$ cat src/nfcmc_pkg.sv
// constants, register map and types shared by the mode coding control files
package nfcmc_pkg;
	localparam logic [7:0] OFS_CTRL = 8'h00;
	localparam logic [7:0] OFS_CFG = 8'h04;
	localparam logic [7:0] OFS_QUIET = 8'h08;
	localparam logic [7:0] OFS_SHAPE = 8'h0C;
	localparam logic [7:0] OFS_STATUS = 8'h10;
	localparam logic [7:0] OFS_APPLIED = 8'h14;

	localparam int CTRL_INIT_BIT = 0;
	localparam int CTRL_TARGET_BIT = 1;
	localparam int CTRL_TXN_BIT = 2;
	localparam int CTRL_INVP_BIT = 3;

	localparam int CFG_W = 9;
	localparam int CFG_MODE_LSB = 0;
	localparam int CFG_RATE_LSB = 2;
	localparam int CFG_DIVSEL_BIT = 4;
	localparam int CFG_TARI_BIT = 5;
	localparam int CFG_TWOP_BIT = 6;
	localparam int CFG_AM_LSB = 7;
	localparam logic [8:0] CFG_RST = 9'h000;
	localparam logic [23:0] QUIET_RST = 24'h1312D0;
	localparam logic [15:0] SHAPE_RST = 16'h0000;

	localparam logic [1:0] MODE_ACTIVE = 2'h0;
	localparam logic [1:0] MODE_PASSIVE = 2'h1;
	localparam logic [1:0] MODE_CARD_A = 2'h2;
	localparam logic [1:0] MODE_VICINITY = 2'h3;
	localparam logic [1:0] RATE_106 = 2'h0;
	localparam logic [1:0] RATE_212 = 2'h1;

	localparam int CORE_CLK_MHZ = 250;
	localparam int TARI_SHORT_NS = 9440;
	localparam int TARI_LONG_NS = 18880;
	localparam int TARI_PHASES = 4;
	localparam logic [10:0] TARI_Q_SHORT_CYC =
		11'(TARI_SHORT_NS * CORE_CLK_MHZ / (1000 * TARI_PHASES));
	localparam logic [10:0] TARI_Q_LONG_CYC =
		11'(TARI_LONG_NS * CORE_CLK_MHZ / (1000 * TARI_PHASES));

	localparam int PHASES_PER_BIT = 8;
	localparam int HALF_PHASES = PHASES_PER_BIT / 2;
	localparam int BIT_106_CARRIER = 128;
	localparam logic [5:0] PH_DIV_106 = 6'(BIT_106_CARRIER / PHASES_PER_BIT);
	localparam logic [5:0] PH_DIV_212 = 6'(BIT_106_CARRIER / 2 / PHASES_PER_BIT);
	localparam logic [5:0] PH_DIV_424 = 6'(BIT_106_CARRIER / 4 / PHASES_PER_BIT);
	localparam int SUB_SLOW_DIV = 32;
	localparam int SUB_FAST_DIV = 16;
	localparam int PULSES_FOUR = 4;
	localparam int PULSES_TWO = 2;
	localparam logic [5:0] PH_DIV_S4 = 6'(PULSES_FOUR * SUB_SLOW_DIV / HALF_PHASES);
	localparam logic [5:0] PH_DIV_S2 = 6'(PULSES_TWO * SUB_SLOW_DIV / HALF_PHASES);
	localparam logic [5:0] PH_DIV_F4 = 6'(PULSES_FOUR * SUB_FAST_DIV / HALF_PHASES);
	localparam logic [5:0] PH_DIV_F2 = 6'(PULSES_TWO * SUB_FAST_DIV / HALF_PHASES);
	localparam int CARD_SUB_DIV = 16;
	localparam int SUB_CNT_W = $clog2(CARD_SUB_DIV);
	localparam logic [2:0] PHASE_LAST = 3'h7;
	localparam logic [2:0] PIE_ZERO_LAST = 3'h3;

	localparam logic [5:0] LEVEL_FULL = 6'h3F;
	localparam logic [5:0] LEVEL_OFF = 6'h00;
	localparam logic [5:0] AM_LEVELS [4] = '{6'h3A, 6'h36, 6'h32, 6'h2C};

	typedef enum logic [1:0] {
		ROLE_TARGET = 2'b00,
		ROLE_QUIET = 2'b01,
		ROLE_INIT = 2'b10
	} nfcmc_role_t;

	typedef enum logic [2:0] {
		CODE_MILLER = 3'b000,
		CODE_MANCH_ASK = 3'b001,
		CODE_MANCH_LM = 3'b010,
		CODE_MANCH_SUB = 3'b011,
		CODE_PIE = 3'b100
	} nfcmc_code_t;
endpackage : nfcmc_pkg

$ cat src/nfcmc_link_if.sv
// signals shared between the controller, the encoder and the decoder
`timescale 1ns/1ps
interface nfcmc_link_if;
	logic encTick;
	logic decTick;
	logic subcarrier;
	nfcmc_pkg::nfcmc_code_t txCode;
	logic txValid;
	logic txBit;
	logic txTake;
	logic encBusy;
	logic modActive;
	logic loadMod;
	logic decEn;
	logic decManch;
	logic mark;
	logic rxBit;
	logic rxValid;
	logic rxEnd;

	modport enc(input encTick, input subcarrier, input txCode, input txValid,
		input txBit, output txTake, output encBusy, output modActive,
		output loadMod);
	modport dec(input decTick, input decEn, input decManch, input mark,
		output rxBit, output rxValid, output rxEnd);
endinterface : nfcmc_link_if

$ cat src/nfcmc_mode_control.sv
// contactless front end coding, start-up sequence and transmitter drive
//
// Decided for this implementation: strobed register access and the register offsets.
`timescale 1ns/1ps
// Overview of operation
// - vicinity mode downlink reference interval is 9.44 us or 18.88 us
// - vicinity replies decode as four- or two-pulse subcarrier Manchester
// - vicinity subcarrier is carrier/32 when selector 0, carrier/16 when 1
// - peer active and passive modes run at 106, 212 and 424 kbit/s
// - 106 uses Type A coding; 212 and 424 use Manchester coding
// - initiator: Manchester partial ASK above 106, modified Miller full ASK
// - passive target above 106 answers Manchester load modulation
// - card emulation answers by load modulation, never its own carrier
// - card emulation decodes 128-cycle Miller, answers on carrier/16
// - bit rate stays fixed for a whole transaction
// - after reset the block is target with its field off
// - field level detector stays enabled while target
// - initiator role is entered only on software request
// - initiator field turns on only after a quiet period without external field
// - initiator starts its exchange only once its field is on
// - active mode uses own field both ways; passive target load modulates
// - both antenna drives carry carrier gated by the coded envelope
// - a setting picks which antenna drive carries the inverted carrier
// - envelope supports full-depth and several partial modulation levels
// - programmable overshoot and undershoot pulses shape the drive edges
module nfcmc_mode_control #(
	parameter logic [23:0] QUIET_DEFAULT = nfcmc_pkg::QUIET_RST
) (
	input wire logic core_clk,
	input wire logic nrst,
	input wire logic [7:0] regAddr,
	input wire logic [31:0] regWdata,
	input wire logic regWrite,
	input wire logic regRead,
	output logic [31:0] regRdata,
	input wire logic carrierIn,
	input wire logic extFieldIn,
	input wire logic rxMarkIn,
	input wire logic txValid,
	input wire logic txBit,
	output logic txReady,
	output logic rxBit,
	output logic rxValid,
	output logic rxEnd,
	output logic antennaDriveP,
	output logic antennaDriveN,
	output logic [5:0] envelopeLevel,
	output logic loadModulate,
	output logic rfFieldEnable,
	output logic fieldDetectEnable,
	output logic overshootPulse,
	output logic undershootPulse
);
	nfcmc_link_if link ();

	logic [1:0] carrierSync_reg;
	logic [1:0] extSync_reg;
	logic [1:0] markSync_reg;
	logic carrierPrev_reg;
	logic carrierLvl;
	logic carrierTick;
	logic extField;

	logic txnActive_reg;
	logic invertP_reg;
	logic [nfcmc_pkg::CFG_W-1:0] cfg_reg;
	logic [nfcmc_pkg::CFG_W-1:0] applied_reg;
	logic [23:0] quiet_reg;
	logic [15:0] shape_reg;
	logic [31:0] regRdata_reg;
	logic [31:0] readMux;
	logic wrCtrl;
	logic initReq;
	logic targetReq;

	nfcmc_pkg::nfcmc_role_t role_reg;
	logic [23:0] quietCnt_reg;
	logic quietDone;

	logic [1:0] mode;
	logic [1:0] rate;
	logic divSel;
	logic tariLong;
	logic twoPulse;
	logic [1:0] amSel;
	logic [5:0] phaseDiv;
	logic [5:0] carrierCnt_reg;
	logic phaseTick;
	logic [nfcmc_pkg::SUB_CNT_W-1:0] subCnt_reg;
	logic [10:0] tariQuarter;
	logic [10:0] tariCnt_reg;
	logic tariTick;
	logic txAllow;
	logic fullDepth;

	logic rfOn_reg;
	logic [5:0] envLevel_reg;
	logic loadMod_reg;
	logic driveP_reg;
	logic driveN_reg;
	logic detEn_reg;
	logic modPrev_reg;
	logic [7:0] overCnt_reg;
	logic [7:0] underCnt_reg;

	// pin inputs pass two flops before any logic looks at them
	always_ff @(posedge core_clk) begin
		if (!nrst) begin
			carrierSync_reg <= 2'h0;
			extSync_reg <= 2'h0;
			markSync_reg <= 2'h0;
			carrierPrev_reg <= 1'b0;
		end else begin
			carrierSync_reg <= {carrierSync_reg[0], carrierIn};
			extSync_reg <= {extSync_reg[0], extFieldIn};
			markSync_reg <= {markSync_reg[0], rxMarkIn};
			carrierPrev_reg <= carrierSync_reg[1];
		end
	end

	assign carrierLvl = carrierSync_reg[1];
	assign carrierTick = carrierLvl && !carrierPrev_reg;
	assign extField = extSync_reg[1];

	assign wrCtrl = regWrite && regAddr == nfcmc_pkg::OFS_CTRL;
	assign initReq = wrCtrl && regWdata[nfcmc_pkg::CTRL_INIT_BIT];
	assign targetReq = wrCtrl && regWdata[nfcmc_pkg::CTRL_TARGET_BIT];

	always_ff @(posedge core_clk) begin
		if (!nrst) begin
			txnActive_reg <= 1'b0;
			invertP_reg <= 1'b0;
			cfg_reg <= nfcmc_pkg::CFG_RST;
			quiet_reg <= QUIET_DEFAULT;
			shape_reg <= nfcmc_pkg::SHAPE_RST;
		end else if (regWrite) begin
			case (regAddr)
			nfcmc_pkg::OFS_CTRL: begin
				txnActive_reg <= regWdata[nfcmc_pkg::CTRL_TXN_BIT];
				invertP_reg <= regWdata[nfcmc_pkg::CTRL_INVP_BIT];
			end
			nfcmc_pkg::OFS_CFG: cfg_reg <= regWdata[nfcmc_pkg::CFG_W-1:0];
			nfcmc_pkg::OFS_QUIET: quiet_reg <= regWdata[23:0];
			nfcmc_pkg::OFS_SHAPE: shape_reg <= regWdata[15:0];
			default: cfg_reg <= cfg_reg;
			endcase
		end
	end

	// coding in use only follows the written copy between transactions
	always_ff @(posedge core_clk) begin
		if (!nrst) begin
			applied_reg <= nfcmc_pkg::CFG_RST;
		end else if (!txnActive_reg) begin
			applied_reg <= cfg_reg;
		end
	end

	assign mode = applied_reg[nfcmc_pkg::CFG_MODE_LSB +: 2];
	assign rate = (mode == nfcmc_pkg::MODE_CARD_A) ? nfcmc_pkg::RATE_106 :
		applied_reg[nfcmc_pkg::CFG_RATE_LSB +: 2];
	assign divSel = applied_reg[nfcmc_pkg::CFG_DIVSEL_BIT];
	assign tariLong = applied_reg[nfcmc_pkg::CFG_TARI_BIT];
	assign twoPulse = applied_reg[nfcmc_pkg::CFG_TWOP_BIT];
	assign amSel = applied_reg[nfcmc_pkg::CFG_AM_LSB +: 2];

	// start-up: target by default, initiator only on request after quiet
	always_ff @(posedge core_clk) begin
		if (!nrst) begin
			role_reg <= nfcmc_pkg::ROLE_TARGET;
		end else begin
			case (role_reg)
			nfcmc_pkg::ROLE_TARGET: begin
				if (initReq) begin
					role_reg <= nfcmc_pkg::ROLE_QUIET;
				end
			end
			nfcmc_pkg::ROLE_QUIET: begin
				if (targetReq) begin
					role_reg <= nfcmc_pkg::ROLE_TARGET;
				end else if (quietDone && !extField) begin
					role_reg <= nfcmc_pkg::ROLE_INIT;
				end
			end
			nfcmc_pkg::ROLE_INIT: begin
				if (targetReq) begin
					role_reg <= nfcmc_pkg::ROLE_TARGET;
				end
			end
			default: role_reg <= nfcmc_pkg::ROLE_TARGET;
			endcase
		end
	end

	// any external field restarts the quiet count
	always_ff @(posedge core_clk) begin
		if (!nrst) begin
			quietCnt_reg <= 24'h000000;
		end else if (role_reg != nfcmc_pkg::ROLE_QUIET || extField) begin
			quietCnt_reg <= 24'h000000;
		end else if (!quietDone) begin
			quietCnt_reg <= quietCnt_reg + 24'h000001;
		end
	end

	assign quietDone = quietCnt_reg >= quiet_reg;

	// phase timing: eight phases per bit, counted in carrier periods
	always_comb begin
		if (mode == nfcmc_pkg::MODE_VICINITY) begin
			case ({divSel, twoPulse})
			2'h0: phaseDiv = nfcmc_pkg::PH_DIV_S4;
			2'h1: phaseDiv = nfcmc_pkg::PH_DIV_S2;
			2'h2: phaseDiv = nfcmc_pkg::PH_DIV_F4;
			default: phaseDiv = nfcmc_pkg::PH_DIV_F2;
			endcase
		end else begin
			case (rate)
			nfcmc_pkg::RATE_106: phaseDiv = nfcmc_pkg::PH_DIV_106;
			nfcmc_pkg::RATE_212: phaseDiv = nfcmc_pkg::PH_DIV_212;
			default: phaseDiv = nfcmc_pkg::PH_DIV_424;
			endcase
		end
	end

	assign phaseTick = carrierTick && carrierCnt_reg >= phaseDiv - 6'h01;
	assign tariQuarter = tariLong ? nfcmc_pkg::TARI_Q_LONG_CYC :
		nfcmc_pkg::TARI_Q_SHORT_CYC;
	assign tariTick = tariCnt_reg >= tariQuarter - 11'h001;

	always_ff @(posedge core_clk) begin
		if (!nrst) begin
			carrierCnt_reg <= 6'h00;
			subCnt_reg <= '0;
			tariCnt_reg <= 11'h000;
		end else begin
			if (carrierTick) begin
				carrierCnt_reg <= phaseTick ? 6'h00 : carrierCnt_reg + 6'h01;
				subCnt_reg <= subCnt_reg + 1'b1;
			end
			tariCnt_reg <= tariTick ? 11'h000 : tariCnt_reg + 11'h001;
		end
	end

	// coding per mode, rate and role
	always_comb begin
		case (mode)
		nfcmc_pkg::MODE_VICINITY: link.txCode = nfcmc_pkg::CODE_PIE;
		nfcmc_pkg::MODE_CARD_A: link.txCode = nfcmc_pkg::CODE_MANCH_SUB;
		nfcmc_pkg::MODE_PASSIVE: begin
			if (role_reg == nfcmc_pkg::ROLE_INIT) begin
				link.txCode = (rate == nfcmc_pkg::RATE_106) ?
					nfcmc_pkg::CODE_MILLER : nfcmc_pkg::CODE_MANCH_ASK;
			end else begin
				link.txCode = (rate == nfcmc_pkg::RATE_106) ?
					nfcmc_pkg::CODE_MANCH_SUB : nfcmc_pkg::CODE_MANCH_LM;
			end
		end
		default: link.txCode = (rate == nfcmc_pkg::RATE_106) ?
			nfcmc_pkg::CODE_MILLER : nfcmc_pkg::CODE_MANCH_ASK;
		endcase
	end

	// initiator-type transfers wait for the field, targets raise one only in active mode
	always_comb begin
		if (role_reg == nfcmc_pkg::ROLE_INIT) begin
			txAllow = mode != nfcmc_pkg::MODE_CARD_A;
		end else begin
			txAllow = role_reg == nfcmc_pkg::ROLE_TARGET &&
				mode != nfcmc_pkg::MODE_VICINITY;
		end
	end

	assign link.encTick = (mode == nfcmc_pkg::MODE_VICINITY) ? tariTick :
		phaseTick;
	assign link.subcarrier = subCnt_reg[nfcmc_pkg::SUB_CNT_W-1];
	assign link.txValid = txValid && txAllow;
	assign link.txBit = txBit;
	assign txReady = link.txTake;

	assign link.decTick = phaseTick;
	assign link.decManch = mode == nfcmc_pkg::MODE_VICINITY;
	assign link.decEn = mode == nfcmc_pkg::MODE_VICINITY ||
		mode == nfcmc_pkg::MODE_CARD_A ||
		(role_reg == nfcmc_pkg::ROLE_TARGET && rate == nfcmc_pkg::RATE_106);
	assign link.mark = markSync_reg[1];
	assign rxBit = link.rxBit;
	assign rxValid = link.rxValid;
	assign rxEnd = link.rxEnd;

	nfcmc_tx_encoder encoder (
		.core_clk(core_clk),
		.nrst(nrst),
		.link(link)
	);

	nfcmc_rx_decoder decoder (
		.core_clk(core_clk),
		.nrst(nrst),
		.link(link)
	);

	assign fullDepth = link.txCode == nfcmc_pkg::CODE_MILLER ||
		link.txCode == nfcmc_pkg::CODE_PIE;

	// field, envelope and load modulation
	always_ff @(posedge core_clk) begin
		if (!nrst) begin
			rfOn_reg <= 1'b0;
			envLevel_reg <= nfcmc_pkg::LEVEL_OFF;
			loadMod_reg <= 1'b0;
			detEn_reg <= 1'b1;
		end else begin
			rfOn_reg <= (role_reg == nfcmc_pkg::ROLE_INIT &&
				mode != nfcmc_pkg::MODE_CARD_A) ||
				(role_reg == nfcmc_pkg::ROLE_TARGET &&
				mode == nfcmc_pkg::MODE_ACTIVE && link.encBusy);
			detEn_reg <= role_reg != nfcmc_pkg::ROLE_INIT;
			loadMod_reg <= link.loadMod;
			if (!rfOn_reg) begin
				envLevel_reg <= nfcmc_pkg::LEVEL_OFF;
			end else if (link.modActive) begin
				envLevel_reg <= fullDepth ? nfcmc_pkg::LEVEL_OFF :
					nfcmc_pkg::AM_LEVELS[amSel];
			end else begin
				envLevel_reg <= nfcmc_pkg::LEVEL_FULL;
			end
		end
	end

	// carrier gated by the envelope; one drive carries the inverted carrier
	always_ff @(posedge core_clk) begin
		if (!nrst) begin
			driveP_reg <= 1'b0;
			driveN_reg <= 1'b0;
		end else begin
			driveP_reg <= (envLevel_reg != nfcmc_pkg::LEVEL_OFF) &&
				(carrierLvl ^ invertP_reg);
			driveN_reg <= (envLevel_reg != nfcmc_pkg::LEVEL_OFF) &&
				(carrierLvl ^ !invertP_reg);
		end
	end

	// shaping pulses after each edge of the modulation request
	always_ff @(posedge core_clk) begin
		if (!nrst) begin
			modPrev_reg <= 1'b0;
			overCnt_reg <= 8'h00;
			underCnt_reg <= 8'h00;
		end else begin
			modPrev_reg <= link.modActive;
			if (modPrev_reg && !link.modActive) begin
				overCnt_reg <= shape_reg[7:0];
			end else if (overCnt_reg != 8'h00) begin
				overCnt_reg <= overCnt_reg - 8'h01;
			end
			if (!modPrev_reg && link.modActive) begin
				underCnt_reg <= shape_reg[15:8];
			end else if (underCnt_reg != 8'h00) begin
				underCnt_reg <= underCnt_reg - 8'h01;
			end
		end
	end

	always_comb begin
		case (regAddr)
		nfcmc_pkg::OFS_CTRL: readMux = {28'h0000000, invertP_reg,
			txnActive_reg, 2'h0};
		nfcmc_pkg::OFS_CFG: readMux = {23'h000000, cfg_reg};
		nfcmc_pkg::OFS_QUIET: readMux = {8'h00, quiet_reg};
		nfcmc_pkg::OFS_SHAPE: readMux = {16'h0000, shape_reg};
		nfcmc_pkg::OFS_STATUS: readMux = {26'h0000000, detEn_reg,
			link.encBusy, extField, rfOn_reg, role_reg};
		nfcmc_pkg::OFS_APPLIED: readMux = {23'h000000, applied_reg};
		default: readMux = 32'h00000000;
		endcase
	end

	// read data stand only in the cycle after the read strobe
	always_ff @(posedge core_clk) begin
		if (!nrst) begin
			regRdata_reg <= 32'h00000000;
		end else begin
			regRdata_reg <= regRead ? readMux : 32'h00000000;
		end
	end

	assign regRdata = regRdata_reg;
	assign antennaDriveP = driveP_reg;
	assign antennaDriveN = driveN_reg;
	assign envelopeLevel = envLevel_reg;
	assign loadModulate = loadMod_reg;
	assign rfFieldEnable = rfOn_reg;
	assign fieldDetectEnable = detEn_reg;
	assign overshootPulse = overCnt_reg != 8'h00;
	assign undershootPulse = underCnt_reg != 8'h00;
endmodule : nfcmc_mode_control

$ cat src/nfcmc_tx_encoder.sv
// bit-serial encoder turning data bits into modulation requests
`timescale 1ns/1ps
module nfcmc_tx_encoder (
	input wire logic core_clk,
	input wire logic nrst,
	nfcmc_link_if.enc link
);
	logic busy_reg;
	logic [2:0] phase_reg;
	logic bit_reg;
	logic prev_reg;
	logic [2:0] lastPhase;
	logic atLast;
	logic firstHalf;

	// a data-0 interval symbol spans half the phases of a data-1
	assign lastPhase = (link.txCode == nfcmc_pkg::CODE_PIE && !bit_reg) ?
		nfcmc_pkg::PIE_ZERO_LAST : nfcmc_pkg::PHASE_LAST;
	assign atLast = busy_reg && phase_reg == lastPhase;
	assign link.txTake = link.encTick && link.txValid && (!busy_reg || atLast);
	assign link.encBusy = busy_reg;
	assign firstHalf = !phase_reg[2];

	always_ff @(posedge core_clk) begin
		if (!nrst) begin
			busy_reg <= 1'b0;
			phase_reg <= 3'h0;
			bit_reg <= 1'b0;
			prev_reg <= 1'b0;
		end else if (link.txTake) begin
			busy_reg <= 1'b1;
			phase_reg <= 3'h0;
			bit_reg <= link.txBit;
			prev_reg <= busy_reg ? bit_reg : 1'b0;
		end else if (link.encTick && busy_reg) begin
			busy_reg <= !atLast;
			phase_reg <= phase_reg + 3'h1;
		end
	end

	always_comb begin
		link.modActive = 1'b0;
		link.loadMod = 1'b0;
		if (busy_reg) begin
			case (link.txCode)
			nfcmc_pkg::CODE_MILLER: link.modActive = bit_reg ?
				(phase_reg[2:1] == 2'h2) : (!prev_reg && phase_reg[2:1] == 2'h0);
			nfcmc_pkg::CODE_MANCH_ASK: link.modActive = bit_reg == firstHalf;
			nfcmc_pkg::CODE_MANCH_LM: link.loadMod = bit_reg == firstHalf;
			nfcmc_pkg::CODE_MANCH_SUB: link.loadMod =
				(bit_reg == firstHalf) && link.subcarrier;
			nfcmc_pkg::CODE_PIE: link.modActive = phase_reg[2:1] == lastPhase[2:1];
			default: link.modActive = 1'b0;
			endcase
		end
	end
endmodule : nfcmc_tx_encoder

$ cat src/nfcmc_rx_decoder.sv
// frame decoder for pause-coded and subcarrier-coded incoming bits
`timescale 1ns/1ps
module nfcmc_rx_decoder (
	input wire logic core_clk,
	input wire logic nrst,
	nfcmc_link_if.dec link
);
	logic active_reg;
	logic [2:0] phase_reg;
	logic markA_reg;
	logic markB_reg;
	logic prevBit_reg;
	logic secondSeen;
	logic bitValue;
	logic endFrame;

	assign secondSeen = markB_reg | link.mark;

	always_comb begin
		if (link.decManch) begin
			bitValue = markA_reg;
			endFrame = !markA_reg && !secondSeen;
		end else begin
			// pause late in the bit is a one, early or absent is a zero
			bitValue = secondSeen;
			endFrame = !markA_reg && !secondSeen && !prevBit_reg;
		end
	end

	always_ff @(posedge core_clk) begin
		if (!nrst || !link.decEn) begin
			active_reg <= 1'b0;
			phase_reg <= 3'h0;
			markA_reg <= 1'b0;
			markB_reg <= 1'b0;
			prevBit_reg <= 1'b0;
			link.rxBit <= 1'b0;
			link.rxValid <= 1'b0;
			link.rxEnd <= 1'b0;
		end else begin
			link.rxValid <= 1'b0;
			link.rxEnd <= 1'b0;
			if (link.decTick) begin
				if (!active_reg) begin
					// first mark aligns the bit grid and opens the frame
					active_reg <= link.mark;
					phase_reg <= link.mark ? 3'h1 : 3'h0;
					markA_reg <= link.mark;
					markB_reg <= 1'b0;
					prevBit_reg <= 1'b1;
				end else if (phase_reg == nfcmc_pkg::PHASE_LAST) begin
					phase_reg <= 3'h0;
					markA_reg <= 1'b0;
					markB_reg <= 1'b0;
					active_reg <= !endFrame;
					link.rxEnd <= endFrame;
					link.rxValid <= !endFrame;
					link.rxBit <= bitValue;
					prevBit_reg <= bitValue;
				end else begin
					phase_reg <= phase_reg + 3'h1;
					if (!phase_reg[2]) begin
						markA_reg <= markA_reg | link.mark;
					end else begin
						markB_reg <= markB_reg | link.mark;
					end
				end
			end
		end
	end
endmodule : nfcmc_rx_decoder

$ cat config.mk
export PLATFORM = sky130hd
export DESIGN_NAME = nfcmc_mode_control
export DESIGN_NICKNAME = d
export VERILOG_FILES = /design/src/nfcmc_pkg.sv /design/src/nfcmc_link_if.sv /design/src/nfcmc_mode_control.sv /design/src/nfcmc_tx_encoder.sv /design/src/nfcmc_rx_decoder.sv
export SDC_FILE = /design/constraint.sdc
export NUM_CORES = 1
export LEC_CHECK = 0
export BUFFER_PORTS_ARGS = -buffer_cell sky130_fd_sc_hd__clkbuf_2
export CORE_MARGIN = 10
export CORE_UTILIZATION = 55
export CTS_BUF_LIST = sky130_fd_sc_hd__clkbuf_4
export DETAILED_ROUTE_END_ITERATION = 12
export PLACE_DENSITY = 0.79
export RECOVER_POWER = 50
export SETUP_SLACK_MARGIN = 0.4
export SLEW_MARGIN = 20
export SYNTH_ARGS = -nofsm -noshare
export SYNTH_HDL_FRONTEND = slang
export SYNTH_SLANG_ARGS = --single-unit
$ cat constraint.sdc
create_clock -name core_clk -period 3.21 [get_ports core_clk]
set_input_delay 0.642 -clock core_clk [delete_from_list [all_inputs] [get_ports core_clk]]
set_output_delay 0.642 -clock core_clk [all_outputs]
set_load 0.01 [all_outputs]
==> results <==
- Wires add up to 21,900 µm.
- The source of the worst register-to-register timing path is applied_reg[1].
- The final route contains 7,656 vias.
- The wire-length estimate of the detail-placed layout is about 16,000 µm.
- The worst register-to-register path has a depth of 7.
- The die boundary width is approximately 150 µm.
- After detailed routing, the number of vias per cell comes to 5.73.
- The clock passes through at most 2 buffers.
- Routability-driven placement finished with a final weighted congestion of 0.905.
- The worst slew margin relative to its limit is -5.20%.
- The signal on the critical path passes through ha_4, a31oi_1, ha_2, ha_4, o21ai_2, nor2_2, o31ai_4, a221oi_4, nor2b_4, buf_6.
- The cell repeated most along the worst path is ha_4.
- TritonCTS created 17 clock buffers.
- The design area is 9800 µm².
- Summing every instance area after synthesis gives about 9000 µm².
- The global-route total usage across every layer is 20.2%.
- The wire length per cell is between 15 and 20 µm.
- The number of antenna violations at the first check in global routing is 1.
- The peak ir drop on the vdd network is about 0.31 mV.
- From bottom edge to top edge, the die measures between 100 and 150 µm.
- The sum of negative setup slack is -0.314 ns.
- The count of routing violations after the opening detailed-route iteration is 616.
- For this run, asynchronously set or reset flops after synthesis account for 0%.
- The number of global-route vias before repair is 7,284.
- Once placement finished, the instance area stood at 9370 µm².
- The hold slack is 0.239 ns.
- The tree built by TritonCTS fans out to about 180 sinks.
- The H-tree was split into 4 levels.
- The Yosys step of the flow raised 0 warnings.
- The adder-cell share of the synthesized area is around 7.0%.
- The floorplan step defined a die boundary enclosing 21,400 µm².
- The dominant register cell in the synthesized netlist is dfxtp_1.
- The clock slew at the register clock pins of the worst setup and hold paths is 0.16 ns.
- The post-synthesis simple-gate area fraction is 22.6%.
- The number of pins with negative max-slew slack in the final report was a little over 70.
- The startpoint of the worst hold path is regWdata[21].
- The category of the worst setup path capture point is an output port.
- Cells with a size suffix above 1 make up 13.5% of the layout.
- The top cell types in the final layout, fill and taps aside, are 175 x dfxtp_1, 142 x nand2_1, 87 x a21oi_1.
- The cell type contributing the most total cell area after synthesis is dfxtp_1.
- The number of nets with antenna violations after detailed routing is 0.
- For hold timing, the worst endpoint is quiet_reg[21].
- The DRC violation count after routing is 0.
- The checks that failed: max-capacitance violations, max-slew violations, negative setup slack.
- The startpoint kind of the worst setup timing path is a flip-flop.
- Of the total synthesized cell area, the portion taken by XOR and XNOR cells is 2.50%.
- The share of the clock period used by the worst path after layout is 110%.
- The final core area utilization is about 62%.
- The hold violation count in the final report was 0.
- In this run the tool buffered the top-level ports with 81 buffer cells.
- The area of the multi-input gates is 4800 µm².
- The multiplexer area fraction after synthesis is between 5 and 6%.
- Ranked by total cell area, the synthesized netlist is headed by dfxtp_1 41%, ha_1 7.0%, nand2_1 6.1%.
- The fmax is 0.284 GHz.
- By area, the combinational part of the netlist is dominated by simple AND/OR/NAND/NOR gates.
- The global routing met3 resource utilization is 4.33%.
- The first detailed-routing pass ran for 5 iterations.
- The slowest stage of the critical path is the dfxtp_4 cell.
- The post-placement setup slack is 0.181 ns.
- In the post-route analysis, the smallest setup slack over all paths is -0.314 ns.
- The flip-flop and latch area is 3640 µm².
- The number of maximum-capacitance violations is 1.
- The actual transition at the worst max-transition pin is between 1.5 and 2 ns.
- The flow ran to the end, but the final reports show violations.
- Entering global routing, the biggest net connects 72 pins.
- Synthesis inferred 181 register bits.
- The buffer type at the clock tree root is clkbuf_4.
- The average instance area after synthesis is 8.57 µm².
- After filler insertion, the fill cell instance count of the layout stands at 1,426.
- In this run the most used layer during global routing was met2.
- Excluding fillers, the count of instances in the completed layout stands at between 1k and 1.5k.
- The tightest min-delay check is of the in -> reg type.
- Including well taps, the total number of placed cells is 1,288.
- The worst endpoint data arrival time is 2.88 ns.
- The instance count along the most critical hold path is 3.
- TritonCTS built the clock tree.
- Setup repair after global routing could not meet its margin everywhere.
- For this design the ratio of total power to cell area is about 450 nW/µm².
- The analysis attributes to cell leakage a power of roughly 3.7 nW.
- The design draws 4.45 mW.
- The layout overhead on the synthesized area is 11.8%.
- The required time at the endpoint of the critical path is 2.57 ns.
- Subtracting the final worst setup slack from the clock period gives roughly 3.5 ns.
- Global routing used 24.2% of the available met1 tracks.
- Across the routed clock network, the largest skew measured is 0.0224 ns.
- The most common library cell in the layout ignoring fill and taps is dfxtp_1.
- The synthesized netlist contains 68 unique library cells.
- The critical path class is reg -> out.
- The initial core utilization is 55.6%.
- Counting every instance in the synthesized netlist gives about 1k.
- For the worst-skew pair, the clock arrives at the later sink with an insertion delay of about 0.6 ns.
- The flop-to-flop setup slack is 0.24 ns.
- In this run the standard cell core region covers between 15,000 and 20,000 µm².
- The top cell type's share of synthesized area is 41.3%.
- The final layout contains around 1.2k nets.
- Of all nets on the critical path, the largest fanout is 3.
- In this run, synthesis inferred 0 flip-flops with an integrated enable.
- The total global routing overflow is 0.
- The largest single stage delay on the critical path is 0.39 ns.
- The worst register-to-register path ends at overCnt_reg[6].
- The number of buffers inserted by hold repair at cts is 0.
- The synthesized netlist devotes 16.0% of its cell area to compound gates.
- Global routing consumed, on the met2 layer, 34.7% of the routing resources.
- Of the synthesized area, sequential elements account for 41.3%.
- Pin placement for this block handled 98 I/O pins.
- Row generation in the floorplan step produced 46 rows.
- The global-route wire length before repair is between 30,000 and 40,000 µm.
- Setup violations remaining at the end of the flow were counted as 1.
[cell type report]
| cell class | instances | share of cell area [%] |
|---|---|---|
| clock buffer | 19 | 1.46 |
| multi-input combinational | 743 | 48.9 |
| tap | 216 | 2.76 |
| inverter | 45 | 1.72 |
| antenna | 1 | 0.0255 |
| timing repair buffer | 119 | 6.48 |
| sequential | 181 | 37.1 |
| clock inverter | 13 | 1.53 |
[synthesized netlist by cell type, types with 12 or more instances]
| master | number |
|---|---|
| nand3_1 | 33 |
| nor2_1 | 81 |
| a21oi_1 | 87 |
| and2_1 | 14 |
| nand4_1 | 21 |
| buf_2 | 13 |
| ha_1 | 49 |
| clkbuf_1 | 32 |
| xor2_1 | 19 |
| inv_1 | 44 |
| mux2i_1 | 39 |
| nor3_1 | 18 |
| nor2b_1 | 14 |
| dfxtp_1 | 181 |
| or3_1 | 22 |
| o21ai_0 | 31 |
| nand2_1 | 143 |
| nor4_1 | 12 |
| o211ai_1 | 18 |
[critical path: cells and delay by family, from the launching register on]
family / cells / cell delay [ns]
adders and majority gates: 3 / 0.78
AOI/OAI and AO/OA: 4 / 0.62
DFF: 1 / 0.39
and+or+nand+nor: 2 / 0.39
buffers and inverters: 1 / 0.12
[cell families after synthesis]
family                   after synthesis
AND/OR/NAND/NOR                      405
AO/OA/AOI/OAI                        213
flip-flops                           181
buffers and inverters                106
adder cells (fa/ha/maj)               49
multiplexers                          43
XOR/XNOR                              25
other                                  1
[worst max-delay path by stage]
stage,start,endpoint
detailed placement,applied_reg[6],txReady
finish,applied_reg[6],txReady
CTS,applied_reg[6],txReady
global route,applied_reg[6],txReady
floorplan,applied_reg[1],txReady
global placement,applied_reg[6],txReady
[report_power, final]
| group | total [mW] | switching, mW | internal [mW] |
|---|---|---|---|
| Clock | 1.32 | 0.826 | 0.490 |
| Sequential | 2.39 | 0.0711 | 2.32 |
| Combinational | 0.743 | 0.367 | 0.376 |
| Total | 4.45 | 1.26 | 3.19 |
[repair_timing]
item | CTS | global route
setup endpoints to repair | 3 | 9
pin swaps | 15 | 9
buffers inserted | 11 | 5
resized for setup | 28 | 6
[metal layers]
layer | share of wire (%) | routed length, µm
met5 | 0 | 0
met4 | 2.1 | 456
met3 | 5.6 | 1220
met2 | 50 | 10900
met1 | 43 | 9350
No activity file was read; power rests on OpenSTA's default activity.
